`config.mk`:
```
export PLATFORM = sky130hd
export DESIGN_NAME = bvm_monitor
export DESIGN_NICKNAME = d
export VERILOG_FILES = /design/src/core/bvm_pkg.sv /design/src/core/bvm_monitor.sv
export SDC_FILE = /design/constraint.sdc
export NUM_CORES = 1
export LEC_CHECK = 0
export BUFFER_PORTS_ARGS = -buffer_cell sky130_fd_sc_hd__buf_2
export CORE_MARGIN = 4
export CORE_UTILIZATION = 24
export CTS_CLUSTER_SIZE = 40
export DETAILED_ROUTE_END_ITERATION = 7
export MAX_ROUTING_LAYER = met4
export SYNTH_ARGS = -nofsm -noshare
export SYNTH_HDL_FRONTEND = slang
export SYNTH_SLANG_ARGS = --single-unit
export TNS_END_PERCENT = 1
```
`constraint.sdc`:
```
create_clock -name clk -period 3.1 [get_ports clk]
set_clock_uncertainty 0.15 [all_clocks]
set_input_delay 0.62 -clock clk [delete_from_list [all_inputs] [get_ports clk]]
set_output_delay 0.62 -clock clk [all_outputs]
set_load 0.005 [all_outputs]
```
`src/core/bvm_pkg.sv`:
```
// package for the battery voltage monitor event block
// ----------------------------------------------------------------------------
// ----------------------------------------------------------------------------
package bvm_pkg;

  // ----------------------------------------------------------------------------
  // register map
  // ----------------------------------------------------------------------------
  localparam logic [31:0] ADDR_CONTROL = 32'h5000004c;
  localparam logic [31:0] ADDR_TRIM    = 32'h50000050;
  localparam logic [31:0] ADDR_DBNC    = 32'h50000054;
  localparam logic [31:0] ADDR_THRES   = 32'h50000058;
  localparam logic [31:0] ADDR_IRQ     = 32'h5000005c;

  // control fields
  localparam int CTL_SURGE_FILT = 27;
  localparam int CTL_SAG_FILT   = 26;
  localparam int CTL_SURGE_RAW  = 25;
  localparam int CTL_SAG_RAW    = 24;
  localparam int CTL_SURGE_INV  = 3;
  localparam int CTL_SAG_INV    = 2;
  localparam int CTL_SURGE_EN   = 1;
  localparam int CTL_SAG_EN     = 0;

  // trim fields
  localparam int TRM_SURGE_HYS = 24;
  localparam int TRM_SURGE_LVL = 16;
  localparam int TRM_SAG_HYS   = 8;
  localparam int TRM_SAG_LVL   = 0;
  localparam logic [3:0] SURGE_LVL_RST = 4'h7;
  localparam logic [3:0] SURGE_LVL_MAX = 4'h9;
  localparam logic [5:0] SAG_LVL_RST   = 6'h09;
  localparam logic [5:0] SAG_LVL_MAX   = 6'h27;
  localparam logic [1:0] HYS_RST       = 2'h1;

  // debounce config fields
  localparam int DBC_SURGE_RSLOW = 5;
  localparam int DBC_SURGE_FSLOW = 4;
  localparam int DBC_SAG_RSLOW   = 3;
  localparam int DBC_SAG_FSLOW   = 2;
  localparam int DBC_SURGE_ON    = 1;
  localparam int DBC_SAG_ON      = 0;
  localparam logic [5:0] DBC_RST = 6'h17;

  // threshold fields
  localparam int THR_SURGE_FALL = 24;
  localparam int THR_SAG_FALL   = 16;
  localparam int THR_SURGE_RISE = 8;
  localparam int THR_SAG_RISE   = 0;
  localparam logic [7:0] FALL_LIM_RST = 8'hff;
  localparam logic [7:0] RISE_LIM_RST = 8'h01;

  // interrupt fields
  localparam int IRQ_SURGE_ACT = 25;
  localparam int IRQ_SAG_ACT   = 24;
  localparam int IRQ_SURGE_ST  = 17;
  localparam int IRQ_SAG_ST    = 16;
  localparam int IRQ_SURGE_CLR = 9;
  localparam int IRQ_SAG_CLR   = 8;
  localparam int IRQ_SURGE_ENA = 1;
  localparam int IRQ_SAG_ENA   = 0;

  // ----------------------------------------------------------------------------
  // types
  // ----------------------------------------------------------------------------
  typedef struct packed {
    logic       rise_slow;
    logic       fall_slow;
    logic [7:0] rise_lim;
    logic [7:0] fall_lim;
  } bvm_dbc_cfg_s;

  typedef struct packed {
    logic [1:0] surge_hysteresis_select;
    logic [3:0] surge_level_trim;
    logic [1:0] sag_hysteresis_select;
    logic [5:0] sag_level_trim;
    logic       surge_comparator_enable;
    logic       sag_comparator_enable;
  } bvm_analog_s;

  typedef enum logic [1:0] {
    BVM_IDLE,
    BVM_COUNT
  } bvm_dbc_e;

endpackage

```
`src/core/bvm_monitor.sv`:
```
// battery voltage monitor event logic: filters, status and interrupt unit
`timescale 1ns/100ps
module bvm_monitor (
  // clock and reset
  input  wire logic               clk,
  input  wire logic               arst_n,
  // debounce tick strobes, one cycle each
  input  wire logic               fast_tick,
  input  wire logic               slow_tick,
  // comparators
  input  wire logic               surge_event,
  input  wire logic               sag_event,
  output bvm_pkg::bvm_analog_s    analog_cfg,
  // register port
  input  wire logic [31:0]        reg_addr,
  input  wire logic [31:0]        reg_wdata,
  input  wire logic               reg_wr,
  input  wire logic               reg_rd,
  output logic      [31:0]        reg_rdata,
  // interrupt request
  output logic                    irq
);

  // ----------------------------------------------------------------------------
  // registers
  // ----------------------------------------------------------------------------
  logic [3:0]  ctl_q;
  logic [1:0]  surge_hys_q;
  logic [3:0]  surge_lvl_q;
  logic [1:0]  sag_hys_q;
  logic [5:0]  sag_lvl_q;
  logic [5:0]  dbc_q;
  logic [31:0] thr_q;
  logic [1:0]  ena_q;
  logic [1:0]  st_q;
  logic [1:0]  raw_q;
  logic [1:0]  filt_q;
  logic [1:0]  out_q;
  logic [7:0]  cnt_q [2];
  logic [31:0] rdata_q;
  logic        irq_q;

  // ----------------------------------------------------------------------------
  // decode
  // ----------------------------------------------------------------------------
  wire wr_ctl   = reg_wr && (reg_addr == bvm_pkg::ADDR_CONTROL);
  wire wr_trim  = reg_wr && (reg_addr == bvm_pkg::ADDR_TRIM);
  wire wr_dbc   = reg_wr && (reg_addr == bvm_pkg::ADDR_DBNC);
  wire wr_thr   = reg_wr && (reg_addr == bvm_pkg::ADDR_THRES);
  wire wr_irq   = reg_wr && (reg_addr == bvm_pkg::ADDR_IRQ);
  wire [1:0] clr = wr_irq ? {reg_wdata[bvm_pkg::IRQ_SURGE_CLR],
                             reg_wdata[bvm_pkg::IRQ_SAG_CLR]} : 2'h0;

  // ----------------------------------------------------------------------------
  // debouncers, index 1 surge, index 0 sag
  // ----------------------------------------------------------------------------
  bvm_pkg::bvm_dbc_cfg_s dcfg [2];
  assign dcfg[1] = '{rise_slow: dbc_q[bvm_pkg::DBC_SURGE_RSLOW],
                     fall_slow: dbc_q[bvm_pkg::DBC_SURGE_FSLOW],
                     rise_lim:  thr_q[bvm_pkg::THR_SURGE_RISE +: 8],
                     fall_lim:  thr_q[bvm_pkg::THR_SURGE_FALL +: 8]};
  assign dcfg[0] = '{rise_slow: dbc_q[bvm_pkg::DBC_SAG_RSLOW],
                     fall_slow: dbc_q[bvm_pkg::DBC_SAG_FSLOW],
                     rise_lim:  thr_q[bvm_pkg::THR_SAG_RISE +: 8],
                     fall_lim:  thr_q[bvm_pkg::THR_SAG_FALL +: 8]};

  // the debouncer counts ticks while raw differs from filtered; any glitch back
  // to the filtered level restarts the count, so short spikes never pass
  logic [1:0] tick;
  logic [1:0] chg;
  logic [1:0] done;
  logic [7:0] lim [2];
  logic [7:0] cnt_d [2];
  logic [1:0] filt_d;
  always_comb begin
    for (int i = 0; i < 2; i++) begin
      chg[i]   = raw_q[i] != filt_q[i];
      // raw high means a rising request, else falling
      tick[i]  = raw_q[i] ? (dcfg[i].rise_slow ? slow_tick : fast_tick)
                          : (dcfg[i].fall_slow ? slow_tick : fast_tick);
      lim[i]   = raw_q[i] ? dcfg[i].rise_lim : dcfg[i].fall_lim;
      done[i]  = chg[i] && tick[i] && (cnt_q[i] == lim[i]);
      filt_d[i] = done[i] ? raw_q[i] : filt_q[i];
      if (!chg[i] || done[i]) begin
        cnt_d[i] = 8'h00;
      end else if (tick[i]) begin
        cnt_d[i] = cnt_q[i] + 8'h01;
      end else begin
        cnt_d[i] = cnt_q[i];
      end
    end
  end

  // ----------------------------------------------------------------------------
  // event path and interrupt unit
  // ----------------------------------------------------------------------------
  wire [1:0] path = {dbc_q[bvm_pkg::DBC_SURGE_ON] ? filt_q[1] : raw_q[1],
                     dbc_q[bvm_pkg::DBC_SAG_ON]   ? filt_q[0] : raw_q[0]};
  wire [1:0] evt  = path ^ {ctl_q[bvm_pkg::CTL_SURGE_INV], ctl_q[bvm_pkg::CTL_SAG_INV]};
  // set beats clear so an event during a clear write is not lost
  wire [1:0] st_d  = evt | (st_q & ~clr);
  wire [1:0] act   = st_q & ena_q;

  // ----------------------------------------------------------------------------
  // trim forwarding, out-of-range levels fold to zero
  // ----------------------------------------------------------------------------
  function automatic logic [5:0] fold(input logic [5:0] v, input logic [5:0] mx);
    fold = (v > mx) ? 6'h00 : v;
  endfunction
  wire [5:0] surge_trim6 = fold({2'h0, surge_lvl_q}, {2'h0, bvm_pkg::SURGE_LVL_MAX});
  wire [5:0] sag_trim6   = fold(sag_lvl_q, bvm_pkg::SAG_LVL_MAX);
  bvm_pkg::bvm_analog_s analog_d;
  assign analog_d = '{surge_hysteresis_select: surge_hys_q,
                      surge_level_trim:        surge_trim6[3:0],
                      sag_hysteresis_select:   sag_hys_q,
                      sag_level_trim:          sag_trim6,
                      surge_comparator_enable: ctl_q[bvm_pkg::CTL_SURGE_EN],
                      sag_comparator_enable:   ctl_q[bvm_pkg::CTL_SAG_EN]};

  // ----------------------------------------------------------------------------
  // read mux
  // ----------------------------------------------------------------------------
  logic [31:0] rd_ctl;
  logic [31:0] rd_trim;
  logic [31:0] rd_irq;
  always_comb begin
    rd_ctl = 32'h0;
    rd_ctl[bvm_pkg::CTL_SURGE_FILT] = filt_q[1];
    rd_ctl[bvm_pkg::CTL_SAG_FILT]   = filt_q[0];
    rd_ctl[bvm_pkg::CTL_SURGE_RAW]  = raw_q[1];
    rd_ctl[bvm_pkg::CTL_SAG_RAW]    = raw_q[0];
    rd_ctl[3:0] = ctl_q;
    rd_trim = 32'h0;
    rd_trim[bvm_pkg::TRM_SURGE_HYS +: 2] = surge_hys_q;
    rd_trim[bvm_pkg::TRM_SURGE_LVL +: 4] = surge_lvl_q;
    rd_trim[bvm_pkg::TRM_SAG_HYS +: 2]   = sag_hys_q;
    rd_trim[bvm_pkg::TRM_SAG_LVL +: 6]   = sag_lvl_q;
    rd_irq = 32'h0;
    rd_irq[bvm_pkg::IRQ_SURGE_ACT] = act[1];
    rd_irq[bvm_pkg::IRQ_SAG_ACT]   = act[0];
    rd_irq[bvm_pkg::IRQ_SURGE_ST]  = st_q[1];
    rd_irq[bvm_pkg::IRQ_SAG_ST]    = st_q[0];
    rd_irq[bvm_pkg::IRQ_SURGE_ENA] = ena_q[1];
    rd_irq[bvm_pkg::IRQ_SAG_ENA]   = ena_q[0];
  end
  wire [31:0] rd_sel =
    (reg_addr == bvm_pkg::ADDR_CONTROL) ? rd_ctl :
    (reg_addr == bvm_pkg::ADDR_TRIM)    ? rd_trim :
    (reg_addr == bvm_pkg::ADDR_DBNC)    ? {26'h0, dbc_q} :
    (reg_addr == bvm_pkg::ADDR_THRES)   ? thr_q :
    (reg_addr == bvm_pkg::ADDR_IRQ)     ? rd_irq : 32'h0;

  // ----------------------------------------------------------------------------
  // flip-flops
  // ----------------------------------------------------------------------------
  always_ff @(posedge clk or negedge arst_n) begin
    if (!arst_n) begin
      ctl_q       <= 4'h0;
      surge_hys_q <= bvm_pkg::HYS_RST;
      surge_lvl_q <= bvm_pkg::SURGE_LVL_RST;
      sag_hys_q   <= bvm_pkg::HYS_RST;
      sag_lvl_q   <= bvm_pkg::SAG_LVL_RST;
      dbc_q       <= bvm_pkg::DBC_RST;
      thr_q       <= {bvm_pkg::FALL_LIM_RST, bvm_pkg::FALL_LIM_RST,
                      bvm_pkg::RISE_LIM_RST, bvm_pkg::RISE_LIM_RST};
      ena_q       <= 2'h0;
    end else begin
      if (wr_ctl) begin
        ctl_q <= reg_wdata[3:0];
      end
      if (wr_trim) begin
        surge_hys_q <= reg_wdata[bvm_pkg::TRM_SURGE_HYS +: 2];
        surge_lvl_q <= reg_wdata[bvm_pkg::TRM_SURGE_LVL +: 4];
        sag_hys_q   <= reg_wdata[bvm_pkg::TRM_SAG_HYS +: 2];
        sag_lvl_q   <= reg_wdata[bvm_pkg::TRM_SAG_LVL +: 6];
      end
      if (wr_dbc) begin
        dbc_q <= reg_wdata[5:0];
      end
      if (wr_thr) begin
        thr_q <= reg_wdata;
      end
      if (wr_irq) begin
        ena_q <= {reg_wdata[bvm_pkg::IRQ_SURGE_ENA], reg_wdata[bvm_pkg::IRQ_SAG_ENA]};
      end
    end
  end

  always_ff @(posedge clk or negedge arst_n) begin
    if (!arst_n) begin
      raw_q      <= 2'h0;
      filt_q     <= 2'h0;
      cnt_q[0]   <= 8'h00;
      cnt_q[1]   <= 8'h00;
      st_q       <= 2'h0;
      irq_q      <= 1'b0;
      rdata_q    <= 32'h0;
      analog_cfg <= '0;
    end else begin
      raw_q      <= {surge_event, sag_event};
      filt_q     <= filt_d;
      cnt_q[0]   <= cnt_d[0];
      cnt_q[1]   <= cnt_d[1];
      st_q       <= st_d;
      irq_q      <= |(st_d & ena_q);
      rdata_q    <= reg_rd ? rd_sel : 32'h0;
      analog_cfg <= analog_d;
    end
  end

  assign reg_rdata = rdata_q;
  assign irq       = irq_q;

endmodule

```
==> impl_metrics.yaml, run 1 <==
synth:
  post_synth.cell_area_avg_um2: 12.57
  yosysTopAreaCell: "sky130_fd_sc_hd__dfrtp_1"
  synth.area.top_cells: "sky130_fd_sc_hd__dfrtp_1, sky130_fd_sc_hd__dfstp_2, sky130_fd_sc_hd__mux2_2"
  number_of_synthesized_register_bits: 129
  number_of_flops_mapped_to_enable_cells_by_yosys: 0
  syn_nets: 531
  yosys.area.top_type_share_pct: 43.57
  synth.yosys.seq_area_share_pct: 56.84
  ys_warn_count: 0
  ys_dominant_reg_cell: "sky130_fd_sc_hd__dfrtp_1"
  post_synthesis_cell_area_mm2: 0.005743
  synth_cells: 457
  synth_cell_type_count: 44
  synth-async-reset-ratio_pct: 100.0
floorplan:
  core_region_area_mm2: 0.02347
  rows: 56
  area_of_the_die_mm2: 0.02647
  initial_core_util_pct: 24.47
  io-pin-count: 121
  fp.dieH_um: 162.7
  die_width_um: 162.7
timing:
  maxClockFrequency_mhz: 405.5
  post-route-period-util_pct: 79.56
  final_setup_vio_count: 0
  timing.final.ws_setup_ns: 0.6337
  final_max_slew_viol_count: 0
  timing.setup.tns_ns: 0
  timing.final.crit_period_ns: 2.466
  timing.slew.headroom_pct: 53.09
  rsz_0062_raised_after_global_routing: "false"
  finalHoldViolations: 0
  timing_worst_slew_pin_value_ns: 0.6994
clock_tree:
  cts.repair.resized: 0
  htree_levels: 4
  clk_path_buf_depth: 2
  cts.sinks: 129
  cts_buffers: 17
  cts.root.buffer_cell: "sky130_fd_sc_hd__clkbuf_16"
  clock_insertion_delay_worst_skew_ns: 0.42
  cts_setup_buffers: 0
  clk_pin_slew_ns: 0.06
  tritoncts_clock_tree: "done"
  ctsHoldBuffers: 0
setup_path:
  cp-start-kind: "flop"
  setup.reg_to_reg.worst_slack_ns: 0.63
  timing_worst_setup_path_type: "flop to flop"
  critPathMaxFanout: 8
  setup.worst_path.end_class: "flop"
  crit_required_ns: 3.22
  timing.critical_path.arrival_ns: 2.59
power:
  vdd_drop_max_mv: 0.3949
  p_leak_nw: 3.558
  power.density_cell_area_mw_per_mm2: 570.9
  totalPowerFinal_mw: 4.244
cells_and_area:
  layout-drive-gt1-share_pct: 44.24
  layout.filler_cells: 2390
  design.final.nets: 669
  final-seq-area_mm2: 0.003264
  combined_area_of_the_multi_input_logic_cells_mm2: 0.002364
  postLayoutCoreUtil_pct: 31.67
  flow.area_growth_from_synthesis_pct: 29.46
global_route:
  grt_use_total_pct: 11.78
  grt_max_degree: 59
  first_global_vias: 4104
  total_overflow_reported_by_the_global_router: 0
  grt_first_pass_wirelength_um: 22950
  grt_antenna_before_repair: 1
place:
  hpwl_dp_um: 10910
  dpl_worst_slack_ns: 0.1931
  portBuffers: 120
  gpl.final_weighted_congestion: 0.7859
route:
  ant_nets: 0
  routed-via-count: 3923
  avgRoutedWirePerCell_um: 15.78
  drtPass1Iterations: 4
  routed_wl_um: 14640
  drc_errors: 0
  first_iter_violations: 247
  avgViaCountPerCell: 4.227
outcome:
  status: "finished clean"
run:
  cap_violations: 0
worst_hold_path:
  worstHoldPathType: "primary input to async pin"
[final cells by class]
type	count	area share, %
antenna	1	0.03366
tap	319	5.369
sequential	129	43.91
clock inverter	15	2.810
clock buffer	17	5.722
inverter	4	0.2020
timing repair buffer	137	10.16
multi-input combinational	306	31.79
[critical path, cell delays in order, from the launching register on]
cell and delay (ns):
sky130_fd_sc_hd__dfrtp_1 0.59, sky130_fd_sc_hd__mux2i_1 0.39, sky130_fd_sc_hd__mux2_2 0.28, sky130_fd_sc_hd__nand4_1 0.14
sky130_fd_sc_hd__o31ai_2 0.64, sky130_fd_sc_hd__nor2_1 0.12
[Yosys cell counts (4+ instances only)]
cell,count
sky130_fd_sc_hd__a22oi_1,8
sky130_fd_sc_hd__xnor2_1,18
sky130_fd_sc_hd__nor2b_1,10
sky130_fd_sc_hd__nand3_1,9
sky130_fd_sc_hd__mux2i_1,27
sky130_fd_sc_hd__dfrtp_1,100
sky130_fd_sc_hd__buf_6,4
sky130_fd_sc_hd__nor3_1,9
sky130_fd_sc_hd__inv_1,4
sky130_fd_sc_hd__dfstp_2,29
sky130_fd_sc_hd__nand2_1,25
sky130_fd_sc_hd__xor2_1,17
sky130_fd_sc_hd__and2_1,20
sky130_fd_sc_hd__nand4_1,8
sky130_fd_sc_hd__nor2_1,35
sky130_fd_sc_hd__nor3b_1,6
sky130_fd_sc_hd__nor4_1,7
sky130_fd_sc_hd__a21oi_1,8
sky130_fd_sc_hd__buf_1,4
sky130_fd_sc_hd__mux2_2,62
sky130_fd_sc_hd__clkbuf_1,8
sky130_fd_sc_hd__o21ai_0,9
[cells by family (layout without fill, tap and decap cells)]
family	count (synthesis)	in the layout	share of synthesized area [%]
and+or+nand+nor	141	141	13.07
adders and majority gates	2	2	0.4357
AOI/OAI and AO/OA	34	34	3.987
xor gates and xnor gates	35	35	5.338
buffers and inverters	22	173	2.004
other	0	1	0
muxes	94	94	18.32
DFF	129	129	56.84
[placed cells by master, fill, tap and decap left out, types with 18 or more instances in the layout]
| master | count |
|---|---|
| sky130_fd_sc_hd__nor2_1 | 35 |
| sky130_fd_sc_hd__xnor2_1 | 18 |
| sky130_fd_sc_hd__dfrtp_1 | 100 |
| sky130_fd_sc_hd__dfstp_2 | 29 |
| sky130_fd_sc_hd__mux2_2 | 62 |
| sky130_fd_sc_hd__mux2i_1 | 27 |
| sky130_fd_sc_hd__buf_2 | 119 |
| sky130_fd_sc_hd__nand2_1 | 25 |
| sky130_fd_sc_hd__and2_1 | 20 |
[per-layer routing]
layer | global-route usage (%) | routed length [um] | up-vias
li1 | - | - | 1879
met1 | 15.72 | 6964 | 1908
met2 | 17.11 | 6468 | 122
met3 | 3.265 | 992 | 14
met4 | 4.461 | 218 | 0
met5 | - | 0 | -
[registers in the layout, summed over array words and instances (netlist names), 4 cells and up]
signal       count
sag_lvl_q        6
reg_rdata       32
analog_cfg      16
surge_lvl_q      4
cnt_q           16
thr_q           32
ctl_q            4
dbc_q            6
[power breakdown]
| group | internal, mW | switching, mW | total (mW) |
|---|---|---|---|
| clock | 1.36 | 0.785 | 2.14 |
| combinational | 0.134 | 0.190 | 0.325 |
| sequential | 1.72 | 0.0598 | 1.78 |
[worst paths after layout]
path,startpoint,endpoint,cells after the start
max,raw_q[0],cnt_q[13],5
min,arst_n,thr_q[12],1
max reg2reg,raw_q[0],cnt_q[13],5
min reg2reg,sag_hys_q[1],analog_cfg[9],0
max in group asynchronous,arst_n,dbc_q[4],2
min in group clk,sag_event,raw_q[0],1
[metrics by stage]
step | std cells | hold WS [ns] | instance area (um^2)
2_1_floorplan | 457 | 0.1744 | 5743
3_3_place_gp | 895 | 0.2383 | 6798
3_5_place_dp | 895 | 0.2430 | 6798
4_1_cts | 927 | 0.02625 | 7432
5_1_grt | 928 | 0.04976 | 7435
6_report | 928 | 0.01761 | 7435
Power figures use the tool's default switching activity.
==> run 2, diff against run 1 <==
Clock period 3.1 ns to 2.6 ns, I/O delays scaled along.
==> run 2 against run 1 <==
Core utilization is 0.22 points higher. Worst setup slack worse by 0.40 ns. Clock power is 14% higher. Global-route usage is 0.18 points lower. Combinational power is 24% higher. Clock-buffer cell count is 1 higher. Wire length is 0.77% higher. Highest routed layer unchanged.
==> impl_metrics.yaml, run 2 (synthesis results as in run 1) <==
timing:
  hold-worst-slack_ns: 0.05614
  timing.final.ws_setup_ns: 0.2376
  timing.final.crit_period_ns: 2.362
  final_max_slew_viol_count: 0
  timing.setup.tns_ns: 0
  finalHoldViolations: 0
  maxClockFrequency_mhz: 423.3
  timing_worst_slew_pin_value_ns: 0.4655
  final_setup_vio_count: 0
  post-route-period-util_pct: 90.86
  timing.slew.headroom_pct: 68.08
  rsz_0062_raised_after_global_routing: "false"
setup_path:
  critical_path.reg2reg.startpoint: "raw_q[1]"
  critPathMaxFanout: 5
  setup.worst_path.end_class: "flop"
  timing_worst_setup_path_type: "flop to flop"
  cp-startpoint: "raw_q[1]"
  timing.critical_path.arrival_ns: 2.52
  crit_required_ns: 2.75
  cp-start-kind: "flop"
clock_tree:
  htree_levels: 4
  cts.root.buffer_cell: "sky130_fd_sc_hd__clkbuf_16"
  clk_pin_slew_ns: 0.06
  clock_insertion_delay_worst_skew_ns: 0.42
  tritoncts_clock_tree: "done"
  cts_buffers: 17
  cts.sinks: 129
  clk_path_buf_depth: 2
global_route:
  grt_use_total_pct: 11.60
  grt_first_pass_wirelength_um: 22910
  grt_max_degree: 55
  grt_antenna_before_repair: 1
  total_overflow_reported_by_the_global_router: 0
  first_global_vias: 4128
power:
  power.density_cell_area_mw_per_mm2: 664.6
  switching_share_of_power_pct: 25.78
  vdd_drop_max_mv: 0.4426
  clock_power_share_pct: 49.3
  p_int_mw: 3.692
  p_leak_nw: 3.581
  power.switching_mw: 1.283
  seq_power_share_pct: 42.6
  power_frac_comb_pct: 8.1
place:
  gpl.final_weighted_congestion: 0.8210
  placedInstanceArea_mm2: 0.006868
  portBuffers: 120
  dpl_worst_slack_ns: -0.1073
  hpwl_dp_um: 10930
floorplan:
  die_width_um: 162.7
  rows: 56
  core_region_area_mm2: 0.02347
  initial_core_util_pct: 24.47
  fp.dieH_um: 162.7
  area_of_the_die_mm2: 0.02647
  io-pin-count: 121
worst_hold_path:
  hold_crit_start: "sag_event"
  worstHoldPathType: "primary input to flop"
cells_and_area:
  design.final.nets: 676
  commonest_cells_after_routing_fill_and_taps_aside: "sky130_fd_sc_hd__buf_2, sky130_fd_sc_hd__dfrtp_1, sky130_fd_sc_hd__mux2_2"
  mostFrequentLayoutCell: "sky130_fd_sc_hd__buf_2"
  layout.cell_area.non_filler_mm2: 0.007486
  layout-drive-gt1-share_pct: 44.72
  flow.area_growth_from_synthesis_pct: 30.35
route:
  routed_wl_um: 14760
  met2WireLength_um: 6667
  ant_nets: 0
  drc_errors: 0
  first_iter_violations: 199
  m1WireLength_um: 6911
  avgRoutedWirePerCell_um: 15.78
  drtPass1Iterations: 4
  routed-via-count: 4019
  met3_length_um: 1027
  topRoutingLayerUsed: "met4"
  avgViaCountPerCell: 4.298
run:
  cap_violations: 0
outcome:
  status: "finished clean"
## run 2: metrics by stage
step	instances	util [%]	power (mW)
2_1_floorplan	457	-	2.356
3_3_place_gp	901	29.26	2.551
3_5_place_dp	901	29.26	2.560
4_1_cts	934	31.88	5.033
5_1_grt	935	31.89	5.177
6_report	935	31.89	4.975
## run 2: cell type report
type	count	area (um^2)
Antenna cell	1	2.502
Clock buffer	18	439.2
Clock inverter	14	166.4
Fill cell	2368	15990
Inverter	4	15.01
Multi-Input combinational cell	306	2364
Sequential cell	129	3264
Tap cell	319	399.1
Timing Repair Buffer	144	835.8
## run 2: power by group through the flow
| stage | Clock, mW | Sequential, mW | Combinational, mW |
|---|---|---|---|
| 2_1_floorplan | 0 | 2.12 | 0.231 |
| 3_3_place_gp | 0 | 2.15 | 0.399 |
| 3_5_place_dp | 0 | 2.16 | 0.405 |
| 4_1_cts | 2.50 | 2.12 | 0.410 |
| 5_1_grt | 2.60 | 2.13 | 0.454 |
| 6_report | 2.45 | 2.12 | 0.404 |
## run 2: per-layer routing
| metal | global-route usage, % | vias up |
|---|---|---|
| met3 | 3.012 | 14 |
| li1 | - | 1913 |
| met5 | - | - |
| met1 | 15.48 | 1953 |
| met2 | 17.21 | 139 |
| met4 | 4.003 | 0 |
## run 2: final timing paths
path	endpoint	slack, ns	depth (start not counted)
min	raw_q[0]	0.06	1
min in group asynchronous	reg_rdata[13]	0.48	2
max reg2reg	filt_q[1]	0.24	5
min reg2reg	analog_cfg[9]	0.25	0
max in group asynchronous	thr_q[0]	1.11	3
max	filt_q[1]	0.24	5
## run 2: what timing repair did
item                                   CTS  global route
hold buffers                             1             0
endpoints found under the hold margin   27             0
resized for setup                        0             0
setup buffers                            0             0
## run 2: critical path, cell delays in order, from the launching register on
cell	delay (ns)
sky130_fd_sc_hd__dfrtp_1	0.54
sky130_fd_sc_hd__mux2i_2	0.29
sky130_fd_sc_hd__mux2i_2	0.12
sky130_fd_sc_hd__or4_4	0.55
sky130_fd_sc_hd__nor3_1	0.24
sky130_fd_sc_hd__mux2_1	0.34
